### src/verilog/spc_regs.svh
`ifndef SPC_REGS_SVH
`define SPC_REGS_SVH

// word layout
`define SPC_WORD_W        16
`define SPC_ADDR_MSB      3
`define SPC_ADDR_LSB      0
`define SPC_ADDR_REG0     4'h0
`define SPC_MIC_BIT       15
`define SPC_HDD_BIT       14
`define SPC_GB_MSB        13
`define SPC_GB_LSB        12
`define SPC_VOL_MSB       11
`define SPC_VOL_LSB       8
`define SPC_TSD_BIT       7
`define SPC_ACC_MSB       6
`define SPC_ACC_LSB       5
`define SPC_TSM_BIT       4

// reset image of control word zero
`define SPC_REG0_RESET    16'ha400
`define SPC_GB_RESET      2'h2
`define SPC_VOL_RESET     4'h4

// decay grade and coefficient codes
`define SPC_GB_NONE       2'h0
`define SPC_ACC_CLEAR     2'h1
`define SPC_ACC_FREEZE    2'h2

// receive volume codes
`define SPC_VOL_ZERO_DB   4'ha
`define SPC_VOL_MUTE      4'hf

// frame handling
`define SPC_BIT_COUNT     5'h10
`define SPC_TAIL_PULSES   3'h4
`define SPC_CNT_ONE       5'h01
`define SPC_TAIL_ONE      3'h1

// poll interval in ns and cycles at 50 MHz
`define SPC_POLL_NS       125000
`define SPC_CLK_NS        20
`define SPC_POLL_CYC      (`SPC_POLL_NS / `SPC_CLK_NS)
`define SPC_POLL_W        13

`endif

### src/verilog/spc_pkg.sv
package spc_pkg;
	// echo canceller coefficient modes
	typedef enum logic [1:0] {
		SPC_COEF_ADAPT,
		SPC_COEF_CLEAR,
		SPC_COEF_FREEZE
	} spc_coef_t;

	// serial receiver states
	typedef enum logic [1:0] {
		SPC_IDLE,
		SPC_SHIFT,
		SPC_TAIL
	} spc_state_t;
endpackage : spc_pkg

### src/verilog/spc_ctrl0.sv
`timescale 1ns/1ns
`include "spc_regs.svh"
module spc_ctrl0
	import spc_pkg::*;
(
	// clock and reset
	input  wire logic       sys_clk,
	input  wire logic       rst,
	// serial pins
	input  wire logic       serial_data,
	input  wire logic       serial_strobe,
	input  wire logic       serial_frame_n,
	// detector status from signal path
	input  wire logic       canceller_converged,
	input  wire logic       far_speech,
	input  wire logic       near_speech,
	// control outputs
	output logic            mic_preamp_en,
	output logic            half_duplex_off,
	output logic            half_duplex_force,
	output logic [1:0]      echo_decay_grade,
	output logic            acoustic_grade_en,
	output logic            line_grade_en,
	output logic [3:0]      receive_volume_code,
	output logic            receive_agc_en,
	output logic            receive_mute,
	output logic            transmit_suppress_off,
	output logic            transmit_suppress_mode,
	output logic            transmit_suppress_active,
	output spc_pkg::spc_coef_t acoustic_coef_control
);
	import spc_pkg::*;

	////////////////////////////////////////////////////////////////
	// pin synchronisers and edge detection
	logic data_s;
	logic strobe_s;
	logic frame_n_s;
	logic strobe_prev_q;
	logic frame_prev_q;
	logic strobe_rise;
	logic poll_tick;

	spc_sync u_sync_data (
		.sys_clk  (sys_clk),
		.rst      (rst),
		.pin_in   (serial_data),
		.pin_sync (data_s)
	);
	spc_sync u_sync_strobe (
		.sys_clk  (sys_clk),
		.rst      (rst),
		.pin_in   (serial_strobe),
		.pin_sync (strobe_s)
	);
	spc_sync u_sync_frame (
		.sys_clk  (sys_clk),
		.rst      (rst),
		.pin_in   (serial_frame_n),
		.pin_sync (frame_n_s)
	);
	spc_poll u_poll (
		.sys_clk (sys_clk),
		.rst     (rst),
		.tick    (poll_tick)
	);

	// rising strobe found on synchronised copy
	assign strobe_rise = strobe_s & ~strobe_prev_q;

	////////////////////////////////////////////////////////////////
	// serial receiver state
	spc_state_t                state_q;
	spc_state_t                state_d;
	logic [`SPC_WORD_W-1:0]    shift_q;
	logic [`SPC_WORD_W-1:0]    shift_d;
	logic [4:0]                bits_q;
	logic [4:0]                bits_d;
	logic [2:0]                tail_q;
	logic [2:0]                tail_d;
	logic                      pend_q;
	logic                      pend_d;
	logic [`SPC_WORD_W-1:0]    hold_q;
	logic [`SPC_WORD_W-1:0]    hold_d;

	// receiver next state
	always_comb begin
		state_d = state_q;
		shift_d = shift_q;
		bits_d  = bits_q;
		tail_d  = tail_q;
		pend_d  = pend_q;
		hold_d  = hold_q;
		// pending word consumed at the poll instant
		if (poll_tick) begin
			pend_d = 1'b0;
		end
		case (state_q)
			SPC_IDLE: begin
				// frame opens on falling frame, strobe low
				// previous level resets low, so the synchroniser's own
				// reset low is never taken for an opening edge
				if (!frame_n_s && frame_prev_q && !strobe_s) begin
					state_d = SPC_SHIFT;
					bits_d  = '0;
				end
			end
			SPC_SHIFT: begin
				if (frame_n_s) begin
					if (bits_q >= `SPC_BIT_COUNT) begin
						state_d = SPC_TAIL;
						tail_d  = '0;
					end else begin
						state_d = SPC_IDLE;
					end
				end else if (strobe_rise) begin
					shift_d = {shift_q[`SPC_WORD_W-2:0], data_s};
					if (bits_q < `SPC_BIT_COUNT) begin
						bits_d = bits_q + `SPC_CNT_ONE;
					end
				end
			end
			SPC_TAIL: begin
				if (!frame_n_s) begin
					state_d = SPC_SHIFT;
					bits_d  = '0;
				end else if (strobe_rise) begin
					if (tail_q + `SPC_TAIL_ONE >= `SPC_TAIL_PULSES) begin
						state_d = SPC_IDLE;
						hold_d  = shift_q;
						pend_d  = 1'b1;
					end else begin
						tail_d = tail_q + `SPC_TAIL_ONE;
					end
				end
			end
			default: begin
				state_d = SPC_IDLE;
			end
		endcase
	end

	// receiver registers
	always_ff @(posedge sys_clk or posedge rst) begin
		if (rst) begin
			state_q       <= SPC_IDLE;
			shift_q       <= '0;
			bits_q        <= '0;
			tail_q        <= '0;
			pend_q        <= 1'b0;
			hold_q        <= '0;
			strobe_prev_q <= 1'b0;
			frame_prev_q  <= 1'b0;
		end else begin
			state_q       <= state_d;
			shift_q       <= shift_d;
			bits_q        <= bits_d;
			tail_q        <= tail_d;
			pend_q        <= pend_d;
			hold_q        <= hold_d;
			strobe_prev_q <= strobe_s;
			frame_prev_q  <= frame_n_s;
		end
	end

	////////////////////////////////////////////////////////////////
	// control word zero
	logic [`SPC_WORD_W-1:0] reg0_q;
	logic [`SPC_WORD_W-1:0] reg0_d;

	// update on poll when addressed
	always_comb begin
		reg0_d = reg0_q;
		if (poll_tick && pend_q &&
		    hold_q[`SPC_ADDR_MSB:`SPC_ADDR_LSB] == `SPC_ADDR_REG0) begin
			reg0_d = hold_q;
		end
	end

	always_ff @(posedge sys_clk or posedge rst) begin
		if (rst) begin
			reg0_q <= `SPC_REG0_RESET;
		end else begin
			reg0_q <= reg0_d;
		end
	end

	////////////////////////////////////////////////////////////////
	// decoded controls
	logic [3:0]  vol;
	logic [1:0]  acc;
	logic [1:0]  grade;
	spc_coef_t   coef_d;
	logic        mic_d;
	logic        hd_off_d;
	logic        hd_force_d;
	logic        grade_en_d;
	logic        mute_d;
	logic        agc_d;
	logic        ts_off_d;
	logic        ts_mode_d;
	logic        ts_act_d;

	// word fields
	assign vol   = reg0_q[`SPC_VOL_MSB:`SPC_VOL_LSB];
	assign acc   = reg0_q[`SPC_ACC_MSB:`SPC_ACC_LSB];
	assign grade = reg0_q[`SPC_GB_MSB:`SPC_GB_LSB];

	// next output values from the one applied word, force and suppress also from detector inputs
	always_comb begin
		mic_d      = reg0_q[`SPC_MIC_BIT];
		hd_off_d   = reg0_q[`SPC_HDD_BIT];
		grade_en_d = (grade != `SPC_GB_NONE);
		mute_d     = (vol == `SPC_VOL_MUTE);
		agc_d      = (vol < `SPC_VOL_ZERO_DB);
		ts_off_d   = reg0_q[`SPC_TSD_BIT];
		ts_mode_d  = reg0_q[`SPC_TSM_BIT];
		case (acc)
			`SPC_ACC_CLEAR:  coef_d = SPC_COEF_CLEAR;
			`SPC_ACC_FREEZE: coef_d = SPC_COEF_FREEZE;
			default:         coef_d = SPC_COEF_ADAPT;
		endcase
		hd_force_d = !reg0_q[`SPC_HDD_BIT] &&
		             (!canceller_converged || coef_d == SPC_COEF_CLEAR);
		ts_act_d   = !reg0_q[`SPC_TSD_BIT] && !near_speech &&
		             (!reg0_q[`SPC_TSM_BIT] || far_speech);
	end

	// registered outputs, reset shows the word's reset image, with transmit_suppress_active held low
	always_ff @(posedge sys_clk or posedge rst) begin
		if (rst) begin
			mic_preamp_en            <= 1'b1;
			half_duplex_off          <= 1'b0;
			half_duplex_force        <= 1'b1;
			echo_decay_grade         <= `SPC_GB_RESET;
			acoustic_grade_en        <= 1'b1;
			line_grade_en            <= 1'b0;
			receive_volume_code      <= `SPC_VOL_RESET;
			receive_agc_en           <= 1'b1;
			receive_mute             <= 1'b0;
			transmit_suppress_off    <= 1'b0;
			transmit_suppress_mode   <= 1'b0;
			transmit_suppress_active <= 1'b0;
			acoustic_coef_control    <= SPC_COEF_ADAPT;
		end else begin
			mic_preamp_en            <= mic_d;
			half_duplex_off          <= hd_off_d;
			half_duplex_force        <= hd_force_d;
			echo_decay_grade         <= grade;
			acoustic_grade_en        <= grade_en_d;
			line_grade_en            <= 1'b0;
			receive_volume_code      <= vol;
			receive_mute             <= mute_d;
			receive_agc_en           <= agc_d;
			transmit_suppress_off    <= ts_off_d;
			transmit_suppress_mode   <= ts_mode_d;
			transmit_suppress_active <= ts_act_d;
			acoustic_coef_control    <= coef_d;
		end
	end
endmodule : spc_ctrl0

### src/verilog/spc_sync.sv
`timescale 1ns/1ns
// two flop synchroniser for one pin
module spc_sync (
	// clock and reset
	input  wire logic sys_clk,
	input  wire logic rst,
	// pin and result
	input  wire logic pin_in,
	output logic      pin_sync
);
	logic meta_q;

	// first flop read only by the second
	always_ff @(posedge sys_clk or posedge rst) begin
		if (rst) begin
			meta_q   <= 1'b0;
			pin_sync <= 1'b0;
		end else begin
			meta_q   <= pin_in;
			pin_sync <= meta_q;
		end
	end
endmodule : spc_sync

### src/verilog/spc_poll.sv
`timescale 1ns/1ns
`include "spc_regs.svh"
// poll tick divider, one pulse per interval
module spc_poll (
	// clock and reset
	input  wire logic sys_clk,
	input  wire logic rst,
	// tick out
	output logic      tick
);
	logic [`SPC_POLL_W-1:0] cnt_q;
	logic [`SPC_POLL_W-1:0] cnt_d;
	logic                   tick_d;

	// next count
	always_comb begin
		tick_d = 1'b0;
		cnt_d  = cnt_q + 1'b1;
		if (cnt_q == `SPC_POLL_W'(`SPC_POLL_CYC - 1)) begin
			cnt_d  = '0;
			tick_d = 1'b1;
		end
	end

	// register count
	always_ff @(posedge sys_clk or posedge rst) begin
		if (rst) begin
			cnt_q <= '0;
			tick  <= 1'b0;
		end else begin
			cnt_q <= cnt_d;
			tick  <= tick_d;
		end
	end
endmodule : spc_poll

### config.mk
export PLATFORM = sky130hd
export DESIGN_NAME = spc_ctrl0
export DESIGN_NICKNAME = d
export VERILOG_FILES = /design/src/verilog/spc_pkg.sv /design/src/verilog/spc_ctrl0.sv /design/src/verilog/spc_sync.sv /design/src/verilog/spc_poll.sv
export VERILOG_INCLUDE_DIRS = /design/src /design/src/verilog
export SDC_FILE = /design/constraint.sdc
export NUM_CORES = 1
export LEC_CHECK = 0
export BUFFER_PORTS_ARGS = -buffer_cell sky130_fd_sc_hd__buf_2
export CORE_ASPECT_RATIO = 0.7
export CORE_MARGIN = 3
export CORE_UTILIZATION = 63
export CTS_CLUSTER_DIAMETER = 120
export CTS_CLUSTER_SIZE = 12
export DETAILED_ROUTE_END_ITERATION = 10
export PLACE_DENSITY = 0.9
export SYNTH_ARGS = -nofsm -noshare
export SYNTH_HDL_FRONTEND = slang
export SYNTH_HIERARCHICAL = 1
export SYNTH_SLANG_ARGS = --single-unit
### constraint.sdc
create_clock -name sys_clk -period 6.7 [get_ports sys_clk]
set_clock_uncertainty 0.05 [all_clocks]
set_input_delay 1.34 -clock sys_clk [delete_from_list [all_inputs] [get_ports sys_clk]]
set_output_delay 1.34 -clock sys_clk [all_outputs]
set_load 0.01 [all_outputs]
---- Word-level counts from Yosys, hierarchy flattened ----
Index checks and enable logic that the tools add are counted.
operators by class
  add/sub/neg operators ................... 3
  $mul .................................... 0
  divide/modulo/power cells ............... 0
  order comparisons ....................... 4
  eq/ne operators ......................... 19
  shift-type cells ........................ 0
  muxes and demuxes ....................... 27
  bitwise logic cells ..................... 3
  reduce and logical (&&, ||, !) cells .... 26
operators by type and width
  cell                   count
  $mux 5                 5
  $ne 2x2->1 const B     8
  $mux 3                 5
  $pmux 5 s3             1
  $add 13x1->13 const B  1
  $eq 13x13->1 const B   1
  $mux 13                1
  $mux 2                 6
  $reduce_and 6->1       2
  $reduce_and 4->1       2
  $logic_and 1x1->1      7
  $logic_not 1->1        7
  $eq 2x1->1 const B     3
  $mux 1                 6
  $ne 3x3->1 const B     2
  $pmux 2 s3             1
  $pmux 3 s2             1
  $add 5x1->5 const B    1
  $ge 5x5->1 const B     1
  $lt 5x5->1 const B     1
  $eq 2x2->1 const B     2
  $eq 4x4->1 const B     1
  $logic_not 4->1        1
  $lt 4x4->1 const B     1
  11 further kinds       15
word-level totals
  register bits ........................... 98
  latch bits .............................. 0
  RAM bits ................................ 0
  memory bits (read-only) ................. 0
  logic and storage cells ................. 111
  memories ................................ 0

---- Logic depth before layout (Yosys ltp) ----
  depth in word-level cells ............... 6
  depth in mapped cells ................... 6

---- By module ----
The synthesis kept the hierarchy.
modules (own cells, without submodules)
  module     times used  cells each  area each (µm²)  sequential area each (µm²)
  spc_ctrl0  1           187         2,831.5          1,863.0
  spc_poll   1           63          665.6            350.3
  spc_sync   3           3           53.8             50.0

---- Worst setup path after synthesis ----
Ideal clock, no wire load.
  kind .................................... flip-flop to output port
  from .................................... register acoustic_grade_en
  to ...................................... output port acoustic_grade_en
  data arrival time ....................... 0.520 ns
  required time ........................... 5.310 ns
  setup slack ............................. 4.790 ns
  cell stages (with the launch flop) ...... 1
  path buffers ............................ 0
  path through ............................ dfstp_2
RTL lines
  item                    RTL line          RTL
  start, declared         spc_ctrl0.sv:22   output logic acoustic_grade_en,
  start signal, assigned  spc_ctrl0.sv:250  acoustic_grade_en <= grade_en_d;
No word-level cell between the ends.

---- Worst setup path after layout ----
  from .................................... register acoustic_grade_en
  to ...................................... output port acoustic_grade_en
No word-level cell between the ends.

==> metrics.md <==
| Metric | Value |
|---|---|
| Outcome | `finished clean` |
| EDFF count, synth | `0` |
| Detailed Route WL | `6230 µm` |
| Die Span X | `97.1 µm` |
| Worst path cell trace | `buf_2` |
| Share of layout cells above drive strength 1 | `32.4%` |
| CP Depth | `1` |
| Fmax | `419 MHz` |
| Synth-to-Final Area Change | `10.6%` |
| Fin cells | `368` |
| Row cnt | `22` |
| HP Class | `flip-flop to flip-flop` |
| Total power per unit cell area | `242 nW/µm²` |
| Setup TNS Final | `0 ns` |
| Die span in y | `69.8 µm` |
| # fillers | `329` |
| Area of the multi-input gates | `1190 µm²` |
| Final min period | `2.39 ns` |
| Worst-path clk slew | `0.09 ns` |
| Max_slew headroom | `41.0%` |
| Synth top area cells | `dfrtp_1 58%, mux2_2 8.3%, dfstp_2 6.5%` |
| GPL Wtd Cong | `0.814` |
| Worst vdd ir | `0.194 mV` |
| DP Area | `3850 µm²` |
| Post-synth top cells | `85 x dfrtp_1, 27 x mux2_2, 17 x inv_1` |
| CP Data Required Time | `5.31 ns` |
| RSZ-0062 raised after global routing | `no` |
| Syn Inst Count | `259` |
| Share of the synthesized area in the top cell type | `58.1%` |
| H-Tree Depth | `3` |
| Ant diodes | `0` |
| Crit path arrival time | `1.00 ns` |
| # Max-Cap Violations | `0` |
| CP Max Fanout | `1` |
| Final Cell Area | `4050 µm²` |
| Mean number of vias per cell | `5.70` |
| Setup repair bufs after CTS | `0` |
| Die area | `6770 µm²` |
| CP Buf/Inv Count | `1` |
| Netlist Area Pre-Place | `3660 µm²` |
| Vias in the first global route | `2,169` |
| Fin Hold WS | `0.304 ns` |
| CTS buffer count | `9` |
| CP max stage delay | `0.52 ns` |
| Dpl cells | `352` |
| Clock Path Buffers | `2` |
| Slew @ Worst Pin | `0.885 ns` |
| Root Driver | `clkbuf_8` |
| Crit share post-route | `35.6%` |
| Critical Path End Type | `output pin` |
| Yosys warns | `6` |
| Hold_buf cts | `0` |
| Buffers on Ports | `24` |
| CP top delay family | `flip-flops` |
| DPL Wire Length | `4300 µm` |
| Syn avg cell area | `14.1 µm²` |
| Area of the core | `5420 µm²` |
| Most common cell in the netlist | `dfrtp_1` |
| Netlist cell types | `49` |
| Worst hold path stage count | `0` |
| 1st-iter DRT viols | `194` |
| Area leader, netlist | `dfrtp_1` |
| Synthesized Nets | `271` |
| Setup-failing EPs final | `0` |
| Critical Path Start Type | `flip-flop` |
| CTS Sinks | `94` |
| Post-DRT Antenna Nets | `0` |
| Register Area | `2360 µm²` |
| Seq cells post-synth | `94` |
| Via count | `2,098` |
| CTS resizes | `0` |
| All-Layer GR Usage | `20.5%` |
| Slowest cell on the critical path | `dfstp_2` |
| Pre-antenna DRT Iters | `5` |
| Final hold vios | `0` |
| Predominant post-synthesis flop cell | `dfrtp_1` |
| Asr flop ratio synth | `100%` |
| Max Slew Vio Count | `0` |
| Initial antenna violation count | `0` |
| Worst-Skew Late Latency | `0.36 ns` |
| Initial Util | `67.5%` |
| # DRC | `0` |
| Crit Path Class | `flip-flop to output pin` |
| Leak Pwr | `2.15 nW` |
| R2R cell count | `4` |
| First-pass GRT wire length | `10,800 µm` |
| Nets | `303` |
| Seq/Total Area, Yosys | `64.6%` |
| CTS tree | `built` |
| Grt ovf | `0` |
| Wire per inst | `16.9 µm` |
| Largest net degree at the start of global routing | `75` |
| I/O pins | `26` |
path summary, 6_finish.rpt:
kind	end	from	slack (ns)
max reg2reg	hold_q[1]	tail_q[0]	4.82
max	acoustic_grade_en	acoustic_grade_en	4.31
min reg2reg	u_sync_frame/pin_sync	u_sync_frame/meta_q	0.30
max in group asynchronous	shift_q[10]	rst	4.80
min	u_sync_frame/pin_sync	u_sync_frame/meta_q	0.30
min in group asynchronous	u_sync_frame/meta_q	rst	0.81
layer usage:
metal  vias to the layer above  share of wire (%)  GRT usage (%)
met3                         9                6.3           6.13
met5                         -                  0              0
li1                        963                  -              -
met2                        67                 48           33.4
met1                      1059                 44           27.6
met4                         0                1.5           4.21
layout make-up:
type,count,share of cell area (%)
timing repair buffer,26,3.34
multi-input combinational,143,29.5
clock inverter,7,1.82
clock buffer,9,3.06
sequential,94,58.4
inverter,17,1.58
tap,72,2.23
stage by stage:
| stage | utilization, % | power [mW] | worst slack (ns) |
|---|---|---|---|
| 2_1_floorplan | - | 0.613 | 3.44 |
| 3_3_place_gp | 71.0 | 0.621 | 4.39 |
| 3_5_place_dp | 71.0 | 0.624 | 4.37 |
| 4_1_cts | 74.6 | 0.988 | 4.29 |
| 5_1_grt | 74.6 | 1.02 | 4.26 |
| 6_report | 74.6 | 0.977 | 4.31 |
power by group:
part | total [mW] | internal (mW) | leakage, nW | switching, mW
registers | 0.582 | 0.576 | 1.24 | 0.00652
logic | 0.0298 | 0.0100 | 0.804 | 0.0197
clock network | 0.365 | 0.174 | 0.0996 | 0.191
kinds of logic after synthesis:
group / count (synthesis) / synth area share [%]
AOI/OAI and AO/OA: 24 / 4.24
and+or+nand+nor: 59 / 9.75
muxes: 47 / 15.3
other: 1 / 0.103
DFF: 94 / 64.6
buffers and inverters: 22 / 2.74
xor gates and xnor gates: 8 / 1.92
adders and majority gates: 4 / 1.37
flip-flops by register name (all words and copies together), names as in the netlist, 2 cells and up:
name / count
u_poll/cnt_q: 13
state_q: 2
tail_q: 3
reg0_q: 12
bits_q: 5
receive_volume_code: 4
acoustic_coef_control: 2
shift_q: 16
echo_decay_grade: 2
hold_q: 16
cell usage in the layout (no fill, tap or decap), types with 4 or more instances in the layout:
cell / synthesis / routed
ha_1: 4 / 4
nand4_1: 4 / 4
nor2b_1: 5 / 5
o21ai_0: 5 / 5
buf_2: 2 / 24
nor2_1: 9 / 9
inv_1: 17 / 16
nand2_1: 8 / 8
a21o_1: 4 / 4
nand3_1: 7 / 7
a21oi_1: 6 / 6
xor2_1: 5 / 5
dfrtp_1: 85 / 85
mux2_4: 9 / 9
dfstp_2: 9 / 9
nor3_1: 4 / 4
clkbuf_8: 0 / 9
mux2_1: 8 / 8
mux2_2: 27 / 27
Power figures use the tool's default switching activity.
